==> src/dbgevt_consts.svh <==
`ifndef DBGEVT_CONSTS_SVH
`define DBGEVT_CONSTS_SVH
`define DBGEVT_EIC_W 2
`define DBGEVT_EIC_BREAK 2'h1
`define DBGEVT_EOS_W 2
`define DBGEVT_EOS_ENTRY 2'h1
`define DBGEVT_EOS_HITS 2'h2
`define DBGEVT_NUNITS 4
`define DBGEVT_CTRL_RST 4'h0
`define DBGEVT_PIN_IDLE 1'h1
`endif

==> src/dbgevt_pkg.sv <==
`include "dbgevt_consts.svh"
package dbgevt_pkg;
  typedef struct packed {
    logic [`DBGEVT_EIC_W-1:0] event_in_ctrl;
    logic [`DBGEVT_EOS_W-1:0] event_out_select;
  } dbgevt_ctrl_t;
  typedef struct packed {
    logic [`DBGEVT_NUNITS-1:0] hit;
    logic [`DBGEVT_NUNITS-1:0] eoc;
  } dbgevt_units_t;
endpackage

==> src/dbgevt_pins.sv <==
`timescale 1ns/1ns
// Operation
// - event-in control 01: falling edge on event input raises breakpoint
// - external breakpoint sets the external breakpoint status flag
// - event-out select 01: event output low one cycle per debug entry
// - units with event-output bit set show hit status on event output
// - hit status shown on event output only when select is binary 10
`include "dbgevt_consts.svh"
module dbgevt_pins
  import dbgevt_pkg::*;
(
  input wire logic clk,
  input wire logic nrst,
  input wire dbgevt_ctrl_t debug_control_reg,
  input wire dbgevt_units_t units,
  input wire logic debug_entry,
  input wire logic ext_break_flag_clr,
  input wire logic event_in_pin,
  output logic event_out_pin,
  output logic ext_break_req,
  output logic ext_break_flag
);

  ////////////////////////////////////////////////////////////////////////////
  // input side: sampled pin history and the qualified falling edge
  logic event_in_q;
  logic fall;
  logic brk_arm;

  // output side: entry history and per-unit hit gating
  logic debug_entry_q;
  logic entry_rise;
  logic [`DBGEVT_NUNITS-1:0] unit_shown;
  logic any_hit;
  logic next_event_out;

  assign fall = event_in_q & ~event_in_pin;

  // only the break setting of the event-in control turns an edge into a break
  assign brk_arm = fall &&
    (debug_control_reg.event_in_ctrl == `DBGEVT_EIC_BREAK);

  always_ff @(posedge clk or negedge nrst) begin
    if (!nrst) begin
      event_in_q <= `DBGEVT_PIN_IDLE;
    end else begin
      event_in_q <= event_in_pin;
    end
  end

  // one-cycle breakpoint request toward the cpu
  always_ff @(posedge clk or negedge nrst) begin
    if (!nrst) begin
      ext_break_req <= 1'h0;
    end else begin
      ext_break_req <= fall &&
        (debug_control_reg.event_in_ctrl == `DBGEVT_EIC_BREAK);
    end
  end

  // set beats a simultaneous clear
  always_ff @(posedge clk or negedge nrst) begin
    if (!nrst) begin
      ext_break_flag <= 1'h0;
    end else if (fall &&
        debug_control_reg.event_in_ctrl == `DBGEVT_EIC_BREAK) begin
      ext_break_flag <= 1'h1;
    end else if (ext_break_flag_clr) begin
      ext_break_flag <= 1'h0;
    end
  end

  ////////////////////////////////////////////////////////////////////////////
  // debug_entry is a level; only its rise marks entry, so a cpu that stays
  // in debug mode still gives exactly one low cycle on the pin
  always_ff @(posedge clk or negedge nrst) begin
    if (!nrst) begin
      debug_entry_q <= 1'h0;
    end else begin
      debug_entry_q <= debug_entry;
    end
  end

  assign entry_rise = debug_entry & ~debug_entry_q;

  // per-unit gate: a unit reaches the pin only with its enable bit set
  for (genvar n = 0; n < `DBGEVT_NUNITS; n++) begin : gen_unit
    assign unit_shown[n] = units.hit[n] & units.eoc[n];
  end

  assign any_hit = |unit_shown;

  // pin is active low: low means event
  always_comb begin
    case (debug_control_reg.event_out_select)
      `DBGEVT_EOS_ENTRY: next_event_out = ~entry_rise;
      `DBGEVT_EOS_HITS: next_event_out = ~any_hit;
      default: next_event_out = `DBGEVT_PIN_IDLE;
    endcase
  end

  always_ff @(posedge clk or negedge nrst) begin
    if (!nrst) begin
      event_out_pin <= `DBGEVT_PIN_IDLE;
    end else begin
      event_out_pin <= next_event_out;
    end
  end

  ////////////////////////////////////////////////////////////////////////////
  // checks on the input side
  brk_on_fall_a: assert property (@(posedge clk) disable iff (!nrst)
    $fell(event_in_pin) && debug_control_reg.event_in_ctrl == `DBGEVT_EIC_BREAK
    |=> ext_break_req && ext_break_flag)
    else $error("falling event input did not raise breakpoint");

  no_brk_other_a: assert property (@(posedge clk) disable iff (!nrst)
    debug_control_reg.event_in_ctrl != `DBGEVT_EIC_BREAK |=> !ext_break_req)
    else $error("breakpoint raised while event input disabled");

  req_pulse_a: assert property (@(posedge clk) disable iff (!nrst)
    ext_break_req
    |=> !ext_break_req)
    else $error("breakpoint request longer than one cycle");

  req_needs_fall_a: assert property (@(posedge clk) disable iff (!nrst)
    !brk_arm
    |=> !ext_break_req)
    else $error("breakpoint request without a falling edge");

  req_pin_low_a: assert property (@(posedge clk) disable iff (!nrst)
    ext_break_req
    |-> !event_in_q)
    else $error("breakpoint request while event input high");

  ////////////////////////////////////////////////////////////////////////////
  // checks on the sticky status flag
  flag_sticky_a: assert property (@(posedge clk) disable iff (!nrst)
    ext_break_flag && !ext_break_flag_clr |=> ext_break_flag)
    else $error("external break flag lost");

  flag_clear_a: assert property (@(posedge clk) disable iff (!nrst)
    ext_break_flag_clr && !$fell(event_in_pin) |=> !ext_break_flag)
    else $error("external break flag not cleared");

  flag_set_wins_a: assert property (@(posedge clk) disable iff (!nrst)
    brk_arm && ext_break_flag_clr
    |=> ext_break_flag)
    else $error("clear beat a simultaneous external break");

  flag_quiet_a: assert property (@(posedge clk) disable iff (!nrst)
    !ext_break_flag && !brk_arm
    |=> !ext_break_flag)
    else $error("external break flag set without an event");

  req_flag_a: assert property (@(posedge clk) disable iff (!nrst)
    ext_break_req
    |-> ext_break_flag)
    else $error("breakpoint request without status flag");

  ////////////////////////////////////////////////////////////////////////////
  // checks on the event output
  entry_pulse_a: assert property (@(posedge clk) disable iff (!nrst)
    debug_entry && !$past(debug_entry) &&
    debug_control_reg.event_out_select == `DBGEVT_EOS_ENTRY
    ##1 debug_control_reg.event_out_select == `DBGEVT_EOS_ENTRY
    && !debug_entry |-> !event_out_pin ##1 event_out_pin)
    else $error("debug entry pulse wrong");

  entry_once_a: assert property (@(posedge clk) disable iff (!nrst)
    entry_rise &&
    debug_control_reg.event_out_select == `DBGEVT_EOS_ENTRY
    ##1 debug_control_reg.event_out_select == `DBGEVT_EOS_ENTRY
    |-> !event_out_pin ##1 event_out_pin)
    else $error("debug entry low not exactly one cycle");

  entry_level_a: assert property (@(posedge clk) disable iff (!nrst)
    debug_control_reg.event_out_select == `DBGEVT_EOS_ENTRY &&
    debug_entry && debug_entry_q
    |=> event_out_pin)
    else $error("event output low while staying in debug mode");

  entry_idle_a: assert property (@(posedge clk) disable iff (!nrst)
    debug_control_reg.event_out_select == `DBGEVT_EOS_ENTRY &&
    !entry_rise
    |=> event_out_pin)
    else $error("event output low without debug entry");

  hit_show_a: assert property (@(posedge clk) disable iff (!nrst)
    debug_control_reg.event_out_select == `DBGEVT_EOS_HITS &&
    |(units.hit & units.eoc) |=> !event_out_pin)
    else $error("hit not shown on event output");

  hit_gate_a: assert property (@(posedge clk) disable iff (!nrst)
    debug_control_reg.event_out_select != `DBGEVT_EOS_HITS &&
    debug_control_reg.event_out_select != `DBGEVT_EOS_ENTRY
    |=> event_out_pin)
    else $error("event output active while disabled");

  masked_hit_a: assert property (@(posedge clk) disable iff (!nrst)
    debug_control_reg.event_out_select == `DBGEVT_EOS_HITS &&
    (units.hit & units.eoc) == '0 |=> event_out_pin)
    else $error("unselected unit shown on event output");

  ////////////////////////////////////////////////////////////////////////////
  // main scenarios
  brk_c: cover property (@(posedge clk) disable iff (!nrst) ext_break_req);

  entry_c: cover property (@(posedge clk) disable iff (!nrst)
    debug_control_reg.event_out_select == `DBGEVT_EOS_ENTRY && !event_out_pin);

  hit_c: cover property (@(posedge clk) disable iff (!nrst)
    debug_control_reg.event_out_select == `DBGEVT_EOS_HITS && !event_out_pin);

  set_wins_c: cover property (@(posedge clk) disable iff (!nrst)
    brk_arm && ext_break_flag_clr);

  entry_held_c: cover property (@(posedge clk) disable iff (!nrst)
    debug_control_reg.event_out_select == `DBGEVT_EOS_ENTRY &&
    debug_entry && debug_entry_q);

endmodule

==> config.mk <==
export PLATFORM = sky130hd
export DESIGN_NAME = dbgevt_pins
export DESIGN_NICKNAME = d
export VERILOG_FILES = /design/src/dbgevt_pkg.sv /design/src/dbgevt_pins.sv
export VERILOG_INCLUDE_DIRS = /design/src
export SDC_FILE = /design/constraint.sdc
export NUM_CORES = 1
export LEC_CHECK = 0
export BUFFER_PORTS_ARGS = -buffer_cell sky130_fd_sc_hd__buf_2
export CAP_MARGIN = 0
export CELL_PAD_IN_SITES_DETAIL_PLACEMENT = 0
export CELL_PAD_IN_SITES_GLOBAL_PLACEMENT = 1
export CORE_AREA = 2 2 39 41
export DETAILED_ROUTE_END_ITERATION = 7
export DIE_AREA = 0 0 41 43
export PLACE_DENSITY = 0.63
export SYNTH_ARGS = -nofsm -noshare
export SYNTH_HDL_FRONTEND = slang
export SYNTH_SLANG_ARGS = --single-unit
==> constraint.sdc <==
create_clock -name clk -period 1 [get_ports clk]
set_input_delay 0 -clock clk [delete_from_list [all_inputs] [get_ports clk]]
set_output_delay 0 -clock clk [all_outputs]
set_load 0.02 [all_outputs]
Word level (Yosys, flattened, before mapping)
Cells that the tools add are included.
- eq/ne operators: 3
- multiplexer cells: 3
- bitwise operators: 10
- reductions and logical operators: 3
- operators by type and width (cell ; number):
    $and 1x1->1 ; 6
    $eq 2x1->1 const B ; 2
    $not 1->1 ; 4
    $reduce_or 4->1 ; 1
    $eq 2x2->1 const B ; 1
    $mux 1 ; 2
    $pmux 1 s2 ; 1
    $reduce_bool 2->1 ; 1
    $logic_and 1x1->1 ; 1
- bits in registers: 5
- word-level logic and storage cells: 24

Depth between registers and ports, before layout
Gate-level depths: netlist of the first run.
- depth after elaboration: 4
- depth in mapped cells: 4
- gate-level depth less buffers: 4

Worst setup path after synthesis of the first run
OpenSTA, ideal clock, no wires.
- path type: register to register
- start point: register debug_entry_q
- end point: register event_out_pin
- library setup time: 0.083 ns
- arrival time: 0.780 ns
- required time: 0.917 ns
- path slack: 0.136 ns
- stages on the path, launching flop included: 3
- buffers on the path: 0
- cell sequence: dfrtp_1 -> nand2b_1 -> a221o_1
- longest elaborated chain between the ends: 4
- RTL lines (what ; RTL line ; text):
    start, declared ; dbgevt_pins.sv:31 ; logic debug_entry_q;
    start signal, assigned ; dbgevt_pins.sv:80 ; debug_entry_q <= debug_entry;
    $not 1->1 ; dbgevt_pins.sv:84 ; assign entry_rise = debug_entry & ~debug_entry_q;
    $and 1x1->1 ; dbgevt_pins.sv:84 ;
    $not 1->1 ; dbgevt_pins.sv:96 ; `DBGEVT_EOS_ENTRY: next_event_out = ~entry_rise;
    $pmux 1 s2 ; dbgevt_pins.sv:95 ; case (debug_control_reg.event_out_select)
    net next_event_out ; dbgevt_pins.sv:35 ; logic next_event_out;
    end signal, assigned ; dbgevt_pins.sv:104 ; event_out_pin <= `DBGEVT_PIN_IDLE;
    end signal, assigned ; dbgevt_pins.sv:106 ; event_out_pin <= next_event_out;
    end, declared ; dbgevt_pins.sv:19 ; output logic event_out_pin,
The timed path passes the listed nets, and every way through them passes these cells.
A chain may end at the register's enable or synchronous reset.

Final worst setup path of the first run
Ends and elaborated chain as after synthesis.

==> results.txt, run 1 <==
----------------------------------------------------
[Status]
  Result of the run ... complete, no violations

[Route]
  Wire length per cell after detailed routing ... slightly above 8 um
  DRC violations left ... 0
  Number of nets with antenna violations after detailed routing ... 0
  Number of iterations in the first detailed-routing pass ... 4
  Routed Wire Length ... approximately 480 um
  Post-DR vias/cell ... about 3.8
  Count of routing violations after the opening detailed-route iteration ... 4
  Overall via count from detail_route ... around 220

[Synth]
  Yosys warning count ... 0
  Average instance area after synthesis ... ~14 um2
  Share of the yosys chip area belonging to registers ... 0.586
  Number of different library cells in the post-synthesis netlist ... 10
  Post-Syn Nets ... 35
  Number of register bits inferred by synthesis ... 5
  Cell Area, Synth ... 218 um2
  Post-synthesis instance total ... 16

[Cells and area]
  Most frequent cells in the layout ... 19 x sky130_fd_sc_hd__buf_2, 3 x sky130_fd_sc_hd__inv_1, 3 x sky130_fd_sc_hd__clkbuf_4, 3 x sky130_fd_sc_hd__dfrtp_1, 3 x sky130_fd_sc_hd__dlygate4sd3_1
  Ratio of cells with drive above 1 in the final layout ... 0.595
  Most common library cell in the layout ignoring fill and taps ... sky130_fd_sc_hd__buf_2
  Post-route cell area ... about 390 um2
  Area added between synthesis and finish ... 78.7%
  Area taken by flip-flops and latches ... about 130 um2
  Antenna diodes ... 0
  Net count, final ... 62
  Core Util, Final ... 0.281
  Total area of multi-input combinational cells ... 78.8 um2
  FILL cells ... about 150

[Critical path]
  Startpoint class of the critical path ... flop
  Maximum fanout count along the critical path ... 1
  Worst endpoint data arrival time ... 1.08 ns
  Critical path capture point type ... flop
  Required arrival time at the worst endpoint ... roughly 1.2 ns
  Worst Path Class, Setup ... flop to flop

[Timing]
  Final critical-path setup slack ... 0.0760 ns
  Max-slew violation total from the final report ... 0
  Number of endpoints failing setup at the final stage ... 0
  Slew @ Worst Pin ... 0.309 ns
  Setup TNS ... 0 ns
  Setup repair after global routing missed its margin ... false
  Worst rel slew slack ... 0.794
  Post-layout min period ... a little over 0.9 ns
  Period utilisation layout ... 0.924
  Max Clk Rate ... approximately 1.1 GHz
  Fin Clk Skew ... 0.00377 ns
  Final hold vios ... 0

[Clock tree]
  Maximum root-to-sink buffer count ... 2
  CTS Root Buffer Type ... sky130_fd_sc_hd__clkbuf_4
  Later-pin clock latency in the skew report ... approximately 0.24 ns
  Total number of clock tree sinks ... 5
  H-tree Lvls ... 1
  Post-CTS setup buffer count ... 0
  Clock tree from TritonCTS ... yes
  Number of clock buffers inserted by TritonCTS ... 3
  Clk pin slew, worst setup/hold paths ... roughly 0.040 ns

[Power]
  Power per cell area ... 1380 nW/um2
  Worst ir drop on vdd ... approximately 0.00026 V
  Static power due to leakage ... ~0.22 nW
  Overall power consumption ... ~540 uW

[Global route]
  Largest net degree at the start of global routing ... 6
  Met2 usage ... 0.0844
  Total global routing overflow ... 0
  Met3 usage ... 0.0157
  Initial antenna violation count ... 0
  Global-route wire length before repair ... approximately 660 um
  Met1 GRT Util ... 0.0579
  Vias in the first global route ... between 150 and 200
  Global-route usage over all layers ... 0.0633
  Highest-utilization routing layer at the global route stage ... met4

[Hold path]
  Worst min-delay path category ... input port to flop

[Floorplan]
  Chip height ... around 43 um
  Floorplan core area ... between 1000 and 1500 um2
  Initial standard-cell utilization of the core ... 0.157
  Die area ... around 1800 um2
  Row count ... 14
  Horizontal die dimension ... 41 um
  Number of primary I/O pins ... 20

[Place]
  Final Wtd Congestion ... around 0.59
  Detail Placement HPWL ... 413 um
  Port Buf Inserts ... 19
  Instance area at placement ... 333 um2
  Post-Place Worst Slack ... roughly 0.089 ns

[Job]
  Max-cap check violation count ... 0

----------------------------------------------------
-- power by group --
| group | switching (mW) | internal (mW) |
|---|---|---|
| Clock | 0.0770 | 0.151 |
| Combinational | 0.0364 | 0.0483 |
| Sequential | 0.00343 | 0.220 |
| Total | 0.117 | 0.419 |
-- stage by stage --
step           std cells  hold slack (ns)
4_1_cts               58           0.0266
5_1_grt               58           0.0421
2_1_floorplan         16           -0.296
3_5_place_dp          51           -0.180
6_report              58           0.0324
3_3_place_gp          51           -0.181
-- sequential cells by signal, indices dropped and copies added (netlist names) --
signal	cells
ext_break_flag	1
debug_entry_q	1
event_in_q	1
event_out_pin	1
ext_break_req	1
-- critical path, stage by stage, from the launching register on --
cell and delay (ns):
sky130_fd_sc_hd__dfrtp_1 0.36, sky130_fd_sc_hd__nand2b_1 0.14, sky130_fd_sc_hd__a221o_1 0.35
-- worst paths after layout --
kind | start | endpoint | slack (ns) | cells after the start
worst min register to register | ext_break_flag$_DFFE_PN0P_ | ext_break_flag$_DFFE_PN0P_ | 0.47 | 1
min in group asynchronous | nrst | ext_break_req$_DFF_PN0_ | 0.10 | 2
worst max-delay path | debug_entry_q$_DFF_PN0_ | event_out_pin$_DFF_PN1_ | 0.08 | 2
worst min-delay path | ext_break_flag_clr | ext_break_flag$_DFFE_PN0P_ | 0.03 | 3
worst max register to register | debug_entry_q$_DFF_PN0_ | event_out_pin$_DFF_PN1_ | 0.08 | 2
max in group asynchronous | nrst | event_in_q$_DFF_PN1_ | 0.68 | 2
-- final cells by class --
class / count / area share
clock buffer: 4 / 0.0675
inverter: 3 / 0.0289
multi-input combinational: 8 / 0.203
sequential: 5 / 0.328
tap: 16 / 0.0514
timing repair buffer: 22 / 0.322
-- metal layers --
metal,part of all wire,vias up
met1,0.42,88
met3,0.16,2
met2,0.38,21
li1,-,108
met5,0,-
met4,0.031,0
-- Yosys cell counts --
master / number / area share
sky130_fd_sc_hd__a21boi_0: 1 / 0.034
sky130_fd_sc_hd__a21o_1: 1 / 0.034
sky130_fd_sc_hd__a221o_1: 1 / 0.046
sky130_fd_sc_hd__a222oi_1: 1 / 0.046
sky130_fd_sc_hd__and4bb_2: 1 / 0.057
sky130_fd_sc_hd__dfrtp_1: 3 / 0.34
sky130_fd_sc_hd__dfstp_2: 2 / 0.24
sky130_fd_sc_hd__ha_1: 2 / 0.11
sky130_fd_sc_hd__inv_1: 3 / 0.052
sky130_fd_sc_hd__nand2b_1: 1 / 0.029
-- cell families (layout without fill, tap and decap cells) --
logic type / Yosys count / in the layout / share of synthesized area
DFF: 5 / 5 / 0.586
AOI/OAI and AO/OA: 4 / 4 / 0.161
buffers and inverters: 3 / 29 / 0.0517
adders and majority gates: 2 / 2 / 0.115
and+or+nand+nor: 2 / 2 / 0.0862
-- timing repair --
item                       in CTS  in global routing
setup endpoints to repair       0                  0
hold buffers                    3                  0
gates resized for setup         0                  0
hold endpoints to repair        7                  0
Note: power is estimated with default switching activity, not from simulation.
==> inputs of run 2 (changes only) <==
--- a/config.mk
+++ b/config.mk
@@ -13,7 +13,8 @@
 export CORE_AREA = 2 2 39 41
 export DETAILED_ROUTE_END_ITERATION = 7
 export DIE_AREA = 0 0 41 43
-export PLACE_DENSITY = 0.63
+export MAX_ROUTING_LAYER = met4
+export PLACE_DENSITY_LB_ADDON = 0.1
 export SYNTH_ARGS = -nofsm -noshare
 export SYNTH_HDL_FRONTEND = slang
 export SYNTH_SLANG_ARGS = --single-unit
==> results.txt, run 2 (synthesis gave the netlist of run 1 again) <==
----------------------------------------------------
[Place]
  Instance area at placement ... roughly 330 um2
  Final Wtd Congestion ... 0.597
  Post-Place Cells ... 51
  Port Buf Inserts ... 19
  Detail Placement HPWL ... about 430 um

[Floorplan]
  Initial standard-cell utilization of the core ... 0.157
  Chip height ... 43 um
  Floorplan core area ... approximately 1400 um2
  Horizontal die dimension ... 41 um
  Number of primary I/O pins ... 20
  Die area ... approximately 1800 um2
  Row count ... 14

[Clock tree]
  H-tree Lvls ... 1
  Quantity of gates resized following cts ... 0
  Clock tree from TritonCTS ... yes
  Number of clock buffers inserted by TritonCTS ... 3
  Total number of clock tree sinks ... 5
  Maximum root-to-sink buffer count ... 2
  Post-CTS setup buffer count ... 0
  Clk pin slew, worst setup/hold paths ... around 0.040 ns
  Later-pin clock latency in the skew report ... 0.24 ns
  CTS Root Buffer Type ... sky130_fd_sc_hd__clkbuf_4

[Cells and area]
  Most common library cell in the layout ignoring fill and taps ... sky130_fd_sc_hd__buf_2
  Area added between synthesis and finish ... 78.7%
  Core Util, Final ... 0.281
  Ratio of cells with drive above 1 in the final layout ... 0.595
  Antenna diodes ... 0
  Net count, final ... 62
  Filler-free cell count of the finished design ... 58
  Most frequent cells in the layout ... 19 x sky130_fd_sc_hd__buf_2, 3 x sky130_fd_sc_hd__inv_1, 3 x sky130_fd_sc_hd__clkbuf_4, 3 x sky130_fd_sc_hd__dfrtp_1, 3 x sky130_fd_sc_hd__dlygate4sd3_1
  Post-route cell area ... 389 um2

[Global route]
  Total global routing overflow ... 0
  Vias in the first global route ... 220
  Global-route usage over all layers ... 0.0909
  Initial antenna violation count ... 0
  Global-route wire length before repair ... around 860 um
  Largest net degree at the start of global routing ... 6

[Timing]
  Worst rel slew slack ... 0.798
  Max-slew violation total from the final report ... 0
  Setup repair after global routing missed its margin ... false
  Period utilisation layout ... 0.911
  Setup TNS ... 0 ns
  Post-layout min period ... ~0.91 ns
  Fin Clk Skew ... 0.0000124 ns
  Final hold vios ... 0
  Slew @ Worst Pin ... around 0.30 ns
  Number of endpoints failing setup at the final stage ... 0
  Max Clk Rate ... around 1.1 GHz
  Fin Hold WS ... 0.0160 ns

[Job]
  Max-cap check violation count ... 0

[Power]
  Static power due to leakage ... about 0.22 nW
  Worst ir drop on vdd ... about 0.00025 V
  Power per cell area ... around 1400 nW/um2

[Route]
  Number of nets with antenna violations after detailed routing ... 0
  DRC violations left ... 0
  Wire length per cell after detailed routing ... between 8 and 9 um
  Count of routing violations after the opening detailed-route iteration ... 2
  Routed Wire Length ... approximately 500 um
  Number of iterations in the first detailed-routing pass ... 4
  Post-DR vias/cell ... ~3.8
  Overall via count from detail_route ... approximately 220

[Critical path]
  Worst Path Class, Setup ... flop to flop
  Beginning of the worst register-to-register path ... debug_entry_q$_DFF_PN0_
  Worst setup path endpoint ... event_out_pin$_DFF_PN1_
  Critical path capture point type ... flop
  Worst endpoint data arrival time ... 1.08 ns
  Maximum fanout count along the critical path ... 1
  Cell depth of the worst flop-to-flop path ... 2
  Startpoint class of the critical path ... flop
  Slack of the worst reg-to-reg path ... 0.09 ns
  Required arrival time at the worst endpoint ... between 1 and 1.5 ns
  Capture instance of the worst register-to-register path ... event_out_pin$_DFF_PN1_
  Startpoint of the worst setup timing path ... debug_entry_q$_DFF_PN0_

[Hold path]
  Worst min-delay path category ... input port to flop

[Status]
  Result of the run ... complete, no violations

----------------------------------------------------
[run 2: stage by stage]
stage	power (mW)	worst slack, ns
final	0.540	0.0886
after global routing	0.589	0.0479
after CTS	0.553	0.0806
after detailed placement	0.301	0.0901
after global placement	0.300	0.122
after floorplan	0.256	0.136
[run 2: worst min-delay path by stage]
| stage | cells after the start | slack [ns] | to | startpoint |
|---|---|---|---|---|
| final | 3 | 0.02 | ext_break_flag$_DFFE_PN0P_ | ext_break_flag_clr |
| after floorplan | 0 | -0.30 | debug_entry_q$_DFF_PN0_ | nrst |
| after global routing | 3 | 0.02 | ext_break_flag$_DFFE_PN0P_ | ext_break_flag_clr |
| after detailed placement | 1 | -0.18 | ext_break_req$_DFF_PN0_ | nrst |
| after CTS | 3 | 0.01 | ext_break_flag$_DFFE_PN0P_ | ext_break_flag_clr |
| after global placement | 1 | -0.18 | ext_break_req$_DFF_PN0_ | nrst |
[run 2: repair_timing]
action	CTS	global route
endpoints found under the hold margin	7	0
setup endpoints to repair	0	0
hold buffers	3	0
[run 2: metal layers]
layer / vias up / share of wire / GRT usage / routed length, um
met1: 96 / 0.38 / 0.0912 / 188
met5: - / 0 / - / 0
met2: 15 / 0.43 / 0.0844 / 213
met3: 3 / 0.13 / 0.0471 / 63
met4: 0 / 0.061 / 0.160 / 30
li1: 108 / - / - / -
[run 2: worst max-delay path, stage by stage (launching register included)]
cell                       delay [ns]
sky130_fd_sc_hd__dfrtp_1         0.36
sky130_fd_sc_hd__nand2b_1        0.14
sky130_fd_sc_hd__a221o_1         0.34
[run 2: cell type report]
type | count | area, um2
fill | 154 | 995
sequential | 5 | 128
timing repair buffer | 22 | 125
multi-input combinational | 8 | 78.8
clock buffer | 4 | 26.3
tap | 16 | 20.0
inverter | 3 | 11.3
[run 2: where the power goes]
part           internal (mW)  total (mW)  leakage (nW)  switching [mW]
Sequential             0.220       0.223        0.0599         0.00293
Combinational         0.0482      0.0832         0.145          0.0350
Clock                  0.151       0.234        0.0150          0.0829
Total                  0.419       0.540         0.220           0.121
==> inputs of run 3 (changes only) <==
--- a/config.mk
+++ b/config.mk
@@ -6,7 +6,7 @@
 export SDC_FILE = /design/constraint.sdc
 export NUM_CORES = 1
 export LEC_CHECK = 0
-export BUFFER_PORTS_ARGS = -buffer_cell sky130_fd_sc_hd__buf_2
+export BUFFER_PORTS_ARGS = -buffer_cell sky130_fd_sc_hd__buf_4
 export CAP_MARGIN = 0
 export CELL_PAD_IN_SITES_DETAIL_PLACEMENT = 0
 export CELL_PAD_IN_SITES_GLOBAL_PLACEMENT = 1
==> results.txt, run 3 (synthesis gave the netlist of run 1 again) <==
----------------------------------------------------
[Status]
  Result of the run ... complete, no violations

[Critical path]
  CP Buf/Inv Count ... 0
  Beginning of the worst register-to-register path ... debug_entry_q$_DFF_PN0_
  Startpoint class of the critical path ... flop
  Stage delay of the slowest cell on the critical path ... about 0.35 ns
  Capture instance of the worst register-to-register path ... event_out_pin$_DFF_PN1_
  Maximum fanout count along the critical path ... 1
  Worst Path Class, Setup ... flop to flop
  Critical path capture point type ... flop
  Worst endpoint data arrival time ... around 1.1 ns
  Crit. path cell count ... 2
  Required arrival time at the worst endpoint ... about 1.2 ns
  Slowest-stage cell, CP ... sky130_fd_sc_hd__dfrtp_1
  Cell depth of the worst flop-to-flop path ... 2
  Worst setup path endpoint ... event_out_pin$_DFF_PN1_
  CP Cell Sequence ... nand2b_1 -> a221o_1
  Largest delay contributor family on the critical path ... flip-flops
  Slack of the worst reg-to-reg path ... around 0.094 ns
  Startpoint of the worst setup timing path ... debug_entry_q$_DFF_PN0_

[Hold path]
  Worst min-delay path category ... input port to flop

[Power]
  Power per cell area ... roughly 1300 nW/um2
  Seq pwr share ... 0.398
  Part of the power in the clock network ... 0.414
  Switching share of power ... 0.214
  Switching power total ... 120 uW
  Static power due to leakage ... about 0.24 nW
  Cell internal power dissipation ... 441 uW
  Worst ir drop on vdd ... between 0.0003 and 0.0004 V
  Proportion of power drawn by combinational gates ... 0.189

[Timing]
  Max-slew violation total from the final report ... 0
  Period utilisation layout ... 0.906
  Setup repair after global routing missed its margin ... false
  Setup TNS ... 0 ns
  Fin Clk Skew ... 0.0000264 ns
  Worst rel slew slack ... 0.807
  Final hold vios ... 0
  Number of endpoints failing setup at the final stage ... 0
  Fin Hold WS ... ~0.033 ns
  Slew @ Worst Pin ... 0.289 ns
  Final critical-path setup slack ... around 0.094 ns
  Post-layout min period ... ~0.9 ns
  Max Clk Rate ... 1.10 GHz

[Cells and area]
  Ratio of cells with drive above 1 in the final layout ... 0.595
  FILL cells ... roughly 160
  Filler-free cell count of the finished design ... 58
  Net count, final ... 62
  Area added between synthesis and finish ... 101%
  Most common library cell in the layout ignoring fill and taps ... sky130_fd_sc_hd__buf_4
  Most frequent cells in the layout ... 19 x sky130_fd_sc_hd__buf_4, 3 x sky130_fd_sc_hd__inv_1, 3 x sky130_fd_sc_hd__clkbuf_4, 3 x sky130_fd_sc_hd__dfrtp_1, 3 x sky130_fd_sc_hd__dlygate4sd3_1
  Antenna diodes ... 0

[Global route]
  Global-route wire length before repair ... 855 um
  Largest net degree at the start of global routing ... 6
  Vias in the first global route ... 220
  Global-route usage over all layers ... 0.0858
  Initial antenna violation count ... 0
  Total global routing overflow ... 0

[Clock tree]
  Post-CTS setup buffer count ... 0
  Number of clock buffers inserted by TritonCTS ... 3
  Maximum root-to-sink buffer count ... 2
  H-tree Lvls ... 1
  CTS Root Buffer Type ... sky130_fd_sc_hd__clkbuf_4
  Clk pin slew, worst setup/hold paths ... approximately 0.04 ns
  Total number of clock tree sinks ... 5
  Clock tree from TritonCTS ... yes
  Later-pin clock latency in the skew report ... between 0.2 and 0.25 ns

[Floorplan]
  Initial standard-cell utilization of the core ... 0.157
  Row count ... 14
  Number of primary I/O pins ... 20
  Horizontal die dimension ... 41 um
  Chip height ... ~43 um
  Die area ... approximately 1800 um2
  Floorplan core area ... 1380 um2

[Route]
  Wire length per cell after detailed routing ... around 8.7 um
  Routed Wire Length ... 505 um
  Number of iterations in the first detailed-routing pass ... 4
  Post-DR vias/cell ... 3.78
  Overall via count from detail_route ... 219
  DRC violations left ... 0
  Count of routing violations after the opening detailed-route iteration ... 5
  Number of nets with antenna violations after detailed routing ... 0

[Place]
  Post-Place Worst Slack ... around 0.10 ns
  Detail Placement HPWL ... roughly 420 um
  Post-Place Cells ... between 50 and 60
  Final Wtd Congestion ... around 0.6
  Port Buf Inserts ... 19

[Job]
  Max-cap check violation count ... 0

----------------------------------------------------
==> run 3: worst register-to-register path, stage by stage, from the launching register on <==
cell,delay (ns)
sky130_fd_sc_hd__dfrtp_1,0.35
sky130_fd_sc_hd__nand2b_1,0.14
sky130_fd_sc_hd__a221o_1,0.35
==> run 3: stage by stage <==
stage	instance area (um2)	total power [mW]	utilization
2_1_floorplan	218	0.256	-
3_3_place_gp	380	0.323	0.275
3_5_place_dp	380	0.324	0.275
4_1_cts	437	0.582	0.316
5_1_grt	437	0.605	0.316
6_report	437	0.561	0.316
==> run 3: cell type report <==
class	instances	area (um2)	area share
clock buffers	4	26.3	0.0602
well taps	16	20.0	0.0458
inverters	3	11.3	0.0258
repair buffers	22	173	0.395
multi-input cells	8	78.8	0.181
flip-flops and latches	5	128	0.292
==> run 3: how the worst min path moves through the flow <==
stage	from	endpoint	slack (ns)	depth (start not counted)
2_1_floorplan	nrst	debug_entry_q$_DFF_PN0_	-0.30	0
3_5_place_dp	nrst	ext_break_req$_DFF_PN0_	-0.20	1
4_1_cts	ext_break_flag_clr	ext_break_flag$_DFFE_PN0P_	0.02	3
6_report	ext_break_flag_clr	ext_break_flag$_DFFE_PN0P_	0.03	3
5_1_grt	ext_break_flag_clr	ext_break_flag$_DFFE_PN0P_	0.04	3
3_3_place_gp	nrst	ext_break_req$_DFF_PN0_	-0.20	1
==> run 3: layer usage <==
| metal | vias up | GRT usage | share of wire |
|---|---|---|---|
| met5 | - | - | 0 |
| li1 | 108 | - | - |
| met1 | 99 | 0.0752 | 0.36 |
| met3 | 0 | 0.0314 | 0.11 |
| met2 | 12 | 0.103 | 0.52 |
| met4 | 0 | 0.140 | 0 |
==> run 3: what timing repair did <==
action | in CTS | in global routing
endpoints found under the hold margin | 7 | 0
resized for setup | 0 | 0
hold buffers | 3 | 0
==> run 3: power groups by stage <==
stage	logic, mW	clock network, mW	registers [mW]
after detailed placement	0.0981	0	0.226
after CTS	0.108	0.250	0.223
after global routing	0.116	0.265	0.224
after floorplan	0.0193	0	0.237
final	0.106	0.232	0.223
after global placement	0.0972	0	0.225
